## config.mk

```make
export PLATFORM = sky130hd
export DESIGN_NAME = lcs_cascade
export DESIGN_NICKNAME = d
export VERILOG_FILES = /design/src/design/lcs_pkg.sv /design/src/design/lcs_sync_if.sv /design/src/design/lcs_sync2.sv /design/src/design/lcs_cascade.sv
export SDC_FILE = /design/constraint.sdc
export NUM_CORES = 1
export LEC_CHECK = 0
export ABC_AREA = 1
export BUFFER_PORTS_ARGS = -buffer_cell sky130_fd_sc_hd__buf_2
export CAP_MARGIN = 15
export CORE_MARGIN = 5
export CORE_UTILIZATION = 30
export DETAILED_ROUTE_END_ITERATION = 12
export GPL_TIMING_DRIVEN = 0
export MAX_ROUTING_LAYER = met4
export PLACE_DENSITY = 0.53
export SYNTH_ARGS = -nofsm -noshare
export SYNTH_HDL_FRONTEND = slang
export SYNTH_HIERARCHICAL = 1
export SYNTH_SLANG_ARGS = --single-unit
```

## constraint.sdc

```tcl
create_clock -name clk_i -period 2.53 [get_ports clk_i]
set_clock_uncertainty 0.2 [all_clocks]
set_input_delay 0.253 -clock clk_i [delete_from_list [all_inputs] [get_ports clk_i]]
set_output_delay 0.253 -clock clk_i [all_outputs]
set_load 0.01 [all_outputs]
```

## src/design/lcs_pkg.sv

```systemverilog
// ==========================================================
// shared constants of the cascade sync block
package lcs_pkg;
  // system clock rate and internal frame clock rate
  localparam int SYS_CLK_HZ = 100_000_000;
  localparam int INT_FCLK_HZ = 1850;
  // half period of the internal frame clock in system cycles
  localparam int INT_HALF_DIV = SYS_CLK_HZ / (2 * INT_FCLK_HZ);
  // frame clock periods in one frame
  localparam logic [4:0] FRAME_TICKS = 5'h18;
  // upper six bits of both bus target addresses (0111 00x)
  localparam logic [5:0] TGT_ADDR_HI = 6'h1c;
  // read/write bit value for a write
  localparam logic RW_WRITE = 1'h0;
  // tick count loaded on realign: the sync edge is seen one frame tick late
  localparam logic [4:0] REALIGN_CNT = 5'h01;
  // last phase index per drive mode: static, 1:2, 1:3, 1:4
  localparam logic [1:0] MODE_STATIC = 2'h0;
  localparam logic [1:0] MODE_MUX2 = 2'h1;
  localparam logic [1:0] MODE_MUX3 = 2'h2;
  localparam logic [1:0] MODE_MUX4 = 2'h3;
  // reset values
  localparam logic [1:0] PHASE_RST = 2'h0;
  localparam logic [4:0] CNT_RST = 5'h00;
endpackage

```

## src/design/lcs_sync_if.sv

```systemverilog
`timescale 1ns/100ps
`default_nettype none
// ==========================================================
// carries a pin level into the synchroniser and back out
interface lcs_sync_if #(parameter int W = 1);
  logic [W-1:0] async_lvl;
  logic [W-1:0] sync_lvl;
  modport sync_side (input async_lvl, output sync_lvl);
  modport user_side (output async_lvl, input sync_lvl);
endinterface
`default_nettype wire

```

## src/design/lcs_sync2.sv

```systemverilog
`timescale 1ns/100ps
`default_nettype none
// ==========================================================
// two flip-flop synchroniser, first stage read only by the second
module lcs_sync2 #(
  parameter int W = 1,
  parameter logic [W-1:0] RST_VAL = '0
) (
  input wire logic clk_i,
  input wire logic rst_n_i,
  lcs_sync_if.sync_side lnk
);
  logic [W-1:0] meta_ff;
  logic [W-1:0] sync_ff;

  // plain register pair, no logic between the stages
  always_ff @(posedge clk_i or negedge rst_n_i) begin
    if (!rst_n_i) begin
      meta_ff <= RST_VAL;
      sync_ff <= RST_VAL;
    end else begin
      meta_ff <= lnk.async_lvl;
      sync_ff <= meta_ff;
    end
  end

  assign lnk.sync_lvl = sync_ff;
endmodule
`default_nettype wire

```

## src/design/lcs_cascade.sv

```systemverilog
// How it works
// - up to sixteen drivers share one bus, told apart by the select bit and three subaddress straps.
// - the device index is the strap subaddress plus eight when the select bit is set.
// - after power-on reset every driver starts its backplane frame at phase zero, so all start in step.
// - the sync line is only ever pulled low, a pull-up returns it high, making a wired-AND.
// - the sync line is pulled low through the whole last active backplane phase and released otherwise.
// - a low sync line seen by a monitoring device moves its phase counter into the last phase.
// - synchronised drivers keep identical backplane phases so one device can drive all backplanes.
// - one controller per cascade, and all devices run on the same frame clock.
// - with the oscillator strap high the frame clock is taken from the clock pin as an input.
// - only the target address whose low bit equals the select strap is acknowledged.
// - a read request is never acknowledged.
// - data bytes are acknowledged only when the tracked subaddress equals the straps.
`timescale 1ns/100ps
`default_nettype none
module lcs_cascade #(
  // internal frame clock half period in system cycles
  parameter int INT_HALF_DIV = lcs_pkg::INT_HALF_DIV
) (
  input wire logic clk_i,
  input wire logic rst_n_i,
  input wire logic target_addr_select_i,
  input wire logic [2:0] hw_subaddress_straps_i,
  input wire logic osc_enable_strap_i,
  input wire logic [1:0] mux_mode_i,
  input wire logic [7:0] addr_byte_i,
  input wire logic addr_valid_i,
  input wire logic [2:0] data_subaddr_i,
  input wire logic data_valid_i,
  input wire logic sync_pin_i,
  output logic sync_pin_o,
  output logic sync_pin_oe_o,
  input wire logic clk_pin_i,
  output logic clk_pin_o,
  output logic clk_pin_oe_o,
  output logic [3:0] device_index_o,
  output logic addr_ack_o,
  output logic data_ack_o,
  output logic [3:0] backplane_outputs_o,
  output logic frame_tick_o
);
  // ==========================================================
  // pin synchronisers
  lcs_sync_if #(.W(5)) strap_if ();
  lcs_sync_if #(.W(2)) line_if ();
  assign strap_if.async_lvl = {osc_enable_strap_i, target_addr_select_i, hw_subaddress_straps_i};
  assign line_if.async_lvl = {sync_pin_i, clk_pin_i};

  lcs_sync2 #(.W(5), .RST_VAL(5'h00)) u_strap_sync (
    .clk_i(clk_i),
    .rst_n_i(rst_n_i),
    .lnk(strap_if)
  );
  // lines idle high thanks to their pull-ups
  lcs_sync2 #(.W(2), .RST_VAL(2'h3)) u_line_sync (
    .clk_i(clk_i),
    .rst_n_i(rst_n_i),
    .lnk(line_if)
  );

  logic ext_clk_sel;
  logic sel_s;
  logic [2:0] sub_s;
  logic sync_s;
  logic clkpin_s;
  assign ext_clk_sel = strap_if.sync_lvl[4];
  assign sel_s = strap_if.sync_lvl[3];
  assign sub_s = strap_if.sync_lvl[2:0];
  assign sync_s = line_if.sync_lvl[1];
  assign clkpin_s = line_if.sync_lvl[0];

  // ==========================================================
  // device index and bus address matching
  logic [3:0] nxt_index;
  always_comb begin
    nxt_index = {sel_s, sub_s};
  end
  always_ff @(posedge clk_i or negedge rst_n_i) begin
    if (!rst_n_i) begin
      device_index_o <= 4'h0;
    end else begin
      device_index_o <= nxt_index;
    end
  end

  assign addr_ack_o = addr_valid_i && (addr_byte_i[7:1] == {lcs_pkg::TGT_ADDR_HI, sel_s})
                      && (addr_byte_i[0] == lcs_pkg::RW_WRITE);
  // subaddress match on the straps only; the select bit is not compared here
  assign data_ack_o = data_valid_i && (data_subaddr_i == sub_s);

  // ==========================================================
  // frame clock: internal divider or clock pin
  logic [15:0] div_ff;
  logic [15:0] nxt_div;
  logic fclk_ff;
  logic nxt_fclk;
  logic pin_prev_ff;
  logic int_rise;
  logic frame_tick;

  always_comb begin
    nxt_div = div_ff + 16'h0001;
    nxt_fclk = fclk_ff;
    int_rise = 1'b0;
    if (div_ff >= 16'(INT_HALF_DIV - 1)) begin
      nxt_div = 16'h0000;
      nxt_fclk = !fclk_ff;
      int_rise = !fclk_ff;
    end
  end
  always_ff @(posedge clk_i or negedge rst_n_i) begin
    if (!rst_n_i) begin
      div_ff <= 16'h0000;
      fclk_ff <= 1'b0;
      pin_prev_ff <= 1'b1;
    end else begin
      div_ff <= nxt_div;
      fclk_ff <= nxt_fclk;
      pin_prev_ff <= clkpin_s;
    end
  end

  // external clock taken from the pin, pin driver off
  assign frame_tick = ext_clk_sel ? (clkpin_s && !pin_prev_ff) : int_rise;
  assign clk_pin_oe_o = !ext_clk_sel;
  assign clk_pin_o = fclk_ff;
  assign frame_tick_o = frame_tick;

  // ==========================================================
  // backplane phase counter and sync line
  logic [1:0] ph_ff;
  logic [1:0] nxt_ph;
  logic [4:0] cnt_ff;
  logic [4:0] nxt_cnt;
  logic drive_ff;
  logic nxt_drive;
  logic [3:0] bp_ff;
  logic [3:0] nxt_bp;
  logic [1:0] last_ph;
  logic [4:0] ph_len;
  logic realign;
  logic [1:0] own_hist_ff;
  logic [1:0] nxt_own_hist;

  // phase length is the frame split evenly across the backplanes
  always_comb begin
    last_ph = mux_mode_i;
    case (mux_mode_i)
      lcs_pkg::MODE_STATIC: ph_len = lcs_pkg::FRAME_TICKS;
      lcs_pkg::MODE_MUX2: ph_len = 5'(lcs_pkg::FRAME_TICKS / 2);
      lcs_pkg::MODE_MUX3: ph_len = 5'(lcs_pkg::FRAME_TICKS / 3);
      default: ph_len = 5'(lcs_pkg::FRAME_TICKS / 4);
    endcase
  end

  // own pull-down is not taken as a request
  // the synchroniser still shows our own low for two cycles after release, so mask those too
  assign realign = frame_tick && !drive_ff && (own_hist_ff == 2'h0) && !sync_s;

  always_comb begin
    nxt_ph = ph_ff;
    nxt_cnt = cnt_ff;
    nxt_own_hist = {own_hist_ff[0], drive_ff};
    if (realign) begin
      nxt_ph = last_ph;
      nxt_cnt = lcs_pkg::REALIGN_CNT;
    end else if (frame_tick) begin
      if (cnt_ff >= ph_len - 5'h01) begin
        nxt_cnt = 5'h00;
        nxt_ph = (ph_ff >= last_ph) ? 2'h0 : ph_ff + 2'h1;
      end else begin
        nxt_cnt = cnt_ff + 5'h01;
      end
    end
    // pull low for the whole last phase
    nxt_drive = (nxt_ph == last_ph);
    // backplane select follows the shared phase
    nxt_bp = 4'h1 << nxt_ph;
  end

  // every device leaves reset at phase zero
  always_ff @(posedge clk_i or negedge rst_n_i) begin
    if (!rst_n_i) begin
      ph_ff <= lcs_pkg::PHASE_RST;
      cnt_ff <= lcs_pkg::CNT_RST;
      drive_ff <= 1'b0;
      bp_ff <= 4'h1;
      own_hist_ff <= 2'h0;
    end else begin
      ph_ff <= nxt_ph;
      cnt_ff <= nxt_cnt;
      drive_ff <= nxt_drive;
      bp_ff <= nxt_bp;
      own_hist_ff <= nxt_own_hist;
    end
  end

  // open drain: data always low, only the enable moves
  assign sync_pin_o = 1'b0;
  assign sync_pin_oe_o = drive_ff;
  assign backplane_outputs_o = bp_ff;
endmodule
`default_nettype wire

```

* Yosys cells after proc, flatten, opt, wreduce, memory -nomap -nowiden
Index checks and enable logic that the tools add are counted.
** Storage, ports and cells
- Input port bits :: 24
- Flip-flop bits (word level) :: 50
- Word-level logic and storage cells :: 53
- Output and inout port bits :: 15
** Cells by class
- Add/sub/neg operators :: 4
- Magnitude comparators :: 3
- Equality and inequality tests :: 5
- Bitwise gates (word level) :: 1
- Shift operators :: 1
- Muxes and demuxes :: 11
- Reductions and logical operators :: 15
** Operators by type and width (number)
- $add A16 B1 Y16 const B :: 1
- $ge A16 B15 Y1 const B :: 1
- $mux W16 :: 1
- $mux W5 :: 3
- $pmux W5 S3 :: 1
- $mux W2 :: 4
- $eq A7 B6 Y1 :: 1
- $logic_and A1 B1 Y1 :: 7
- $add A5 B1 Y5 const B :: 1
- $ge A5 B5 Y1 :: 1
- $logic_not A1 Y1 :: 5
- $sub A5 B1 Y5 const B :: 1
- $logic_not A2 Y1 :: 2
- $shl A1 B2 Y4 const A :: 1
- $eq A3 B3 Y1 :: 1
- $add A2 B1 Y2 const B :: 1
- $eq A2 B1 Y1 const B :: 1
- $eq A2 B2 Y1 :: 1
- $eq A2 B2 Y1 const B :: 1
- $ge A2 B2 Y1 :: 1
- $mux W1 :: 2
- $reduce_bool A2 Y1 :: 1
- $not A1 Y1 :: 1

* Logic depth before layout (Yosys ltp)
- Depth after elaboration :: 8
- Gate-level depth with buffers :: 17
- Gate-level depth less buffers :: 16

* Hierarchy
Netlist, hierarchy kept.
** By module, submodules not included
- lcs_cascade :: area each 1895.6 um^2, times used 1, cells an instance 221
- lcs_sync2 (u_strap_sync) :: area each 250.2 um^2, times used 1, cells an instance 10
- lcs_sync2 (u_line_sync) :: area each 105.1 um^2, times used 1, cells an instance 4

* Least setup slack after synthesis
Ideal clock, no wire load.
- Path type :: input -> register
- Start :: in mux_mode_i[0]
- End :: reg bp_ff[3], in the netlist backplane_outputs_o[3]
- Arrival time :: 1.683 ns
- Buffers on the path :: 0
- Path slack :: 0.578 ns
- Stages on the path :: 15
- Path through :: inv_1 -> nor2_1 -> inv_1 -> ha_1 -> nand2_1 -> clkinv_1 -> o21ai_0 -> nand3_1 -> o21ai_0 -> nand2_2 -> nand2_2 -> nand2_2 -> o21ai_2 -> inv_2 -> nor2_2
** Between the ends
- Longest elaborated chain between the ends :: 8
- Elaborated cells between the ends (all ways) :: 12
- Those cells by class :: add/sub (1); order compare (2); eq/ne (2); shift (1); mux (5); reduce/logical (1)
** Ends and longest elaborated chain
- from (decl) :: line lcs_cascade.sv:25 : input wire logic [1:0] mux_mode_i,
- $eq A2 B2 Y1 (tied with other cells) :: line lcs_cascade.sv:148 : case (mux_mode_i)
- $pmux W5 S3 :: line lcs_cascade.sv:148
- $sub A5 B1 Y5 :: line lcs_cascade.sv:168 : if (cnt_ff >= ph_len - 5'h01) begin
- $ge A5 B5 Y1 :: line lcs_cascade.sv:168
- $mux W2 :: line lcs_cascade.sv:168
- $mux W2 :: line lcs_cascade.sv:167 : end else if (frame_tick) begin
- $mux W2 * :: line lcs_cascade.sv:164 : if (realign) begin
- net nxt_ph[0] :: line lcs_cascade.sv:132 : logic [1:0] nxt_ph;
- $shl A1 B2 Y4 * :: line lcs_cascade.sv:178 : nxt_bp = 4'h1 << nxt_ph;
- net nxt_bp[3] :: line lcs_cascade.sv:138 : logic [3:0] nxt_bp;
- to (signal assigned) :: line lcs_cascade.sv:193 : bp_ff <= nxt_bp;
- to (decl) :: line lcs_cascade.sv:137 : logic [3:0] bp_ff;
Mark *: on every way through the listed nets, which the timed path passes. The rest lies on a longest branch.
A chain may end at the register's enable or synchronous reset.

* Worst setup path after layout
- Start :: reg div_ff[0]
- End :: out frame_tick_o
** Between the ends
- Longest elaborated chain between the ends :: 3
** Ends and longest elaborated chain
- from (decl) :: line lcs_cascade.sv:93 : logic [15:0] div_ff;
- from (signal assigned) :: line lcs_cascade.sv:117 : div_ff <= nxt_div;
- $ge A16 B15 Y1 :: line lcs_cascade.sv:105 : if (div_ff >= 16'(INT_HALF_DIV - 1)) begin
- $mux W1 :: line lcs_cascade.sv:105
- $mux W1 :: line lcs_cascade.sv:124 : assign frame_tick = ext_clk_sel ? (clkpin_s && !pin_prev_ff) : int_rise;
- to (decl) :: line lcs_cascade.sv:40 : output logic frame_tick_o
No other way between the ends.

==> flow_metrics.py <==
metrics = {
    "run_status": {
        "outcome": "finished, final reports clean",
    },
    "setup_path": {
        "cpMaxStageDelayCell": "dfrtp_1",
        "r2r_start": "div_ff[0]",
        "crit_family": "simple AND/OR/NAND/NOR gates",
        "critical_path.max_fanout": 10,
        "setup.worst_path.class": "register to output pin",
        "crit_chain": "inv_1 -> ha_1 -> nor2_1 -> nand2_1 -> nand2_1 -> nand2_1 -> nand2_2 -> nand2_4 -> nand3_4 -> nand2_2 -> buf_6 -> buf_2",
        "worstPathRequired_ns": 2.08,
        "worstReg2RegEnd": "backplane_outputs_o[0]",
        "ff2ff_path_depth": 16,
        "crit_path_max_incr_delay_ns": 0.40,
        "reg2reg_slack_ns": 0.36,
        "cp_num_buf_inv": 3,
        "startpoint_type": "register",
        "crit_top_cell": "nand2_1",
        "cp-end-kind": "output pin",
        "worst_ep_arrival_time_ns": 1.87,
    },
    "yosys": {
        "netlist.area_leader.share_pct": 48.9,
        "synth.cell_area_um2": 2250,
        "async_flop_share_pct": 100,
        "ys_seq_area_share_pct": 55.9,
        "synth.most_common_cell": "dfrtp_1",
        "synth_warnings": 6,
        "synthCells": 235,
        "yosysUniqueCellTypes": 31,
        "synth_area_leader_cell": "dfrtp_1",
        "synth_edf_count": 0,
        "syn_area_per_cell_um2": 9.58,
        "synthTopCellsByArea": "dfrtp_1 (49%), dfstp_2 (7.0%), nand2_1 (5.8%)",
        "synth_top_flop_cell": "dfrtp_1",
        "synthTopCellsByCount": "dfrtp_1 (44), nand2_1 (35), nor2_1 (28), inv_1 (26), nand3_1 (12)",
        "ys_seq_elements": 50,
    },
    "floorplanning": {
        "ios": 39,
        "die_y_um": 96.6,
        "die_x_um": 96.6,
        "die-area_um2": 9340,
        "coreArea_um2": 7290,
        "initial_core_util_pct": 30.9,
        "rows": 31,
    },
    "clock_network": {
        "cts_tree": "done",
        "numCtsBuffers": 5,
        "clkTransAtPathRegs_ns": 0.09,
        "cts_hold_buf": 8,
        "post_cts_resized": 0,
        "cts_setup_buffers": 0,
        "clockBufferDepth": 2,
        "numClockSinks": 50,
        "cts-htree-levels": 2,
        "clk-insertion-delay-late_ns": 0.29,
        "cts-root-buf": "clkbuf_8",
    },
    "cells_and_area": {
        "nets": 322,
        "drive_gt1_share_pct": 26.2,
        "final_area_um2": 2780,
        "num_antenna_cells": 0,
        "fillerInstances": 770,
        "area_growth_syn_to_layout_pct": 23.3,
    },
    "global_routing": {
        "grt_usage_pct": 9.83,
        "grt_antenna_before_repair": 0,
        "grt_pass1_wl_mm": 7.58,
        "grt_pass1_vias": 1716,
        "grt_max_degree": 51,
        "gr-total-overflow": 0,
    },
    "sta": {
        "setup_viol": 0,
        "worstMarginPinSlew_ns": 0.749,
        "slew_violations": 0,
        "hold_viol_final": 0,
        "fin_hold_ws_ns": 0.0504,
        "finalCritPeriodShare_pct": 91.8,
        "fmax_mhz": 430,
        "worst_slack_ns": 0.207,
        "slew_headroom_pct": 49.6,
        "layout_min_cycle_time_ns": 2.32,
        "rsz0062_at_grt": "no",
        "setup_tns_ns": 0,
    },
    "placement": {
        "place_area_um2": 2560,
        "hpwl_mm": 3.06,
        "place_congestion": 0.771,
        "pre_cts_ws_ns": 0.139,
        "port_buffers": 37,
    },
    "min_path": {
        "worstHoldEndpoint": "sync_pin_oe_o",
        "hp-start": "mux_mode_i[0]",
        "hold_path_class": "input port to register",
        "hold_depth": 3,
    },
    "drt": {
        "vias": 1653,
        "antenna_left": 0,
        "wl_per_cell_um": 10.6,
        "first_pass_iters": 4,
        "post_drt_via_cell_ratio": 4.25,
        "drt-total-wl_mm": 4.14,
        "drt_iter0_drc": 35,
        "drc": 0,
    },
    "power": {
        "ir_drop_uv": 340,
        "powerDensity_nw_per_um2": 809,
        "power_leakage_nw": 1.37,
    },
    "run": {
        "cap_violations": 0,
    },
}
-- placed cells by master (no fill, tap or decap), types with 6 or more instances in the layout --
cell type / count
a21oi_1: 8
nand2_1: 35
nand2_2: 7
inv_1: 26
nand3_1: 12
ha_1: 9
dfrtp_1: 44
buf_2: 37
nor2_1: 28
o21ai_0: 8
dfstp_2: 6
dlygate4sd3_1: 8
-- layout make-up --
class | count | area [um^2] | area share, %
Multi-Input combinational cell | 151 | 853 | 30.7
Sequential cell | 50 | 1260 | 45.3
Timing Repair Buffer | 46 | 285 | 10.3
Tap cell | 99 | 124 | 4.46
Inverter | 32 | 120 | 4.33
Clock buffer | 5 | 68.8 | 2.48
Clock inverter | 3 | 43.8 | 1.58
Buffer | 3 | 22.5 | 0.811
-- flip-flops by register name, indices dropped and copies added, names as in the netlist --
register,cells
backplane_outputs_o,4
clk_pin_o,1
cnt_ff,5
device_index_o,4
div_ff,16
own_hist_ff,2
ph_ff,2
pin_prev_ff,1
sync_pin_oe_o,1
u_line_sync/lnk.sync_lvl,2
u_line_sync/meta_ff,2
u_strap_sync/lnk.sync_lvl,5
u_strap_sync/meta_ff,5
-- metrics by stage --
stage                     utilization (%)  std cells  power, mW
final                                38.1        389       2.25
after global routing                 38.1        389       2.44
after CTS                            37.8        388       2.29
after detailed placement             35.2        372       1.70
after global placement               35.2        372       1.68
after floorplan                         -        236       1.50
-- worst max-delay path by stage --
| stage | from | endpoint | slack, ns | cells after the start |
|---|---|---|---|---|
| 3_3_place_gp | mux_mode_i[0] | backplane_outputs_o[1] | 0.22 | 16 |
| 6_report | div_ff[0] | frame_tick_o | 0.21 | 12 |
| 4_1_cts | div_ff[0] | frame_tick_o | 0.18 | 12 |
| 5_1_grt | div_ff[0] | frame_tick_o | 0.02 | 12 |
| 2_1_floorplan | mux_mode_i[0] | backplane_outputs_o[3] | 0.58 | 15 |
| 3_5_place_dp | mux_mode_i[0] | backplane_outputs_o[3] | 0.14 | 16 |
-- power by group --
group	leakage [nW]	internal [mW]	total (mW)	switching, mW
clock	0.0585	0.297	0.562	0.265
sequential	0.620	0.950	1.07	0.117
combinational	0.688	0.254	0.618	0.364
-- cell families after synthesis --
logic type	Yosys count	share of synthesized area [%]
buf+inv	35	6.34
fa+ha+maj	9	5.00
compound gates	26	6.45
simple gates	108	23.8
other cells	1	0.167
flops	50	55.9
xor+xnor	6	2.33
-- layer usage --
layer	vias up	global-route usage, %	routed length [um]
li1	857	-	-
met1	763	12.1	2010
met2	29	15.6	1870
met3	4	2.66	189
met4	0	3.56	69
met5	-	-	0
-- worst min-delay path, delay by kind of cell --
family          cells  cell delay, ns
compound gates      2            0.14
buf+inv             1            0.12
(Power assumes the default switching activity.)
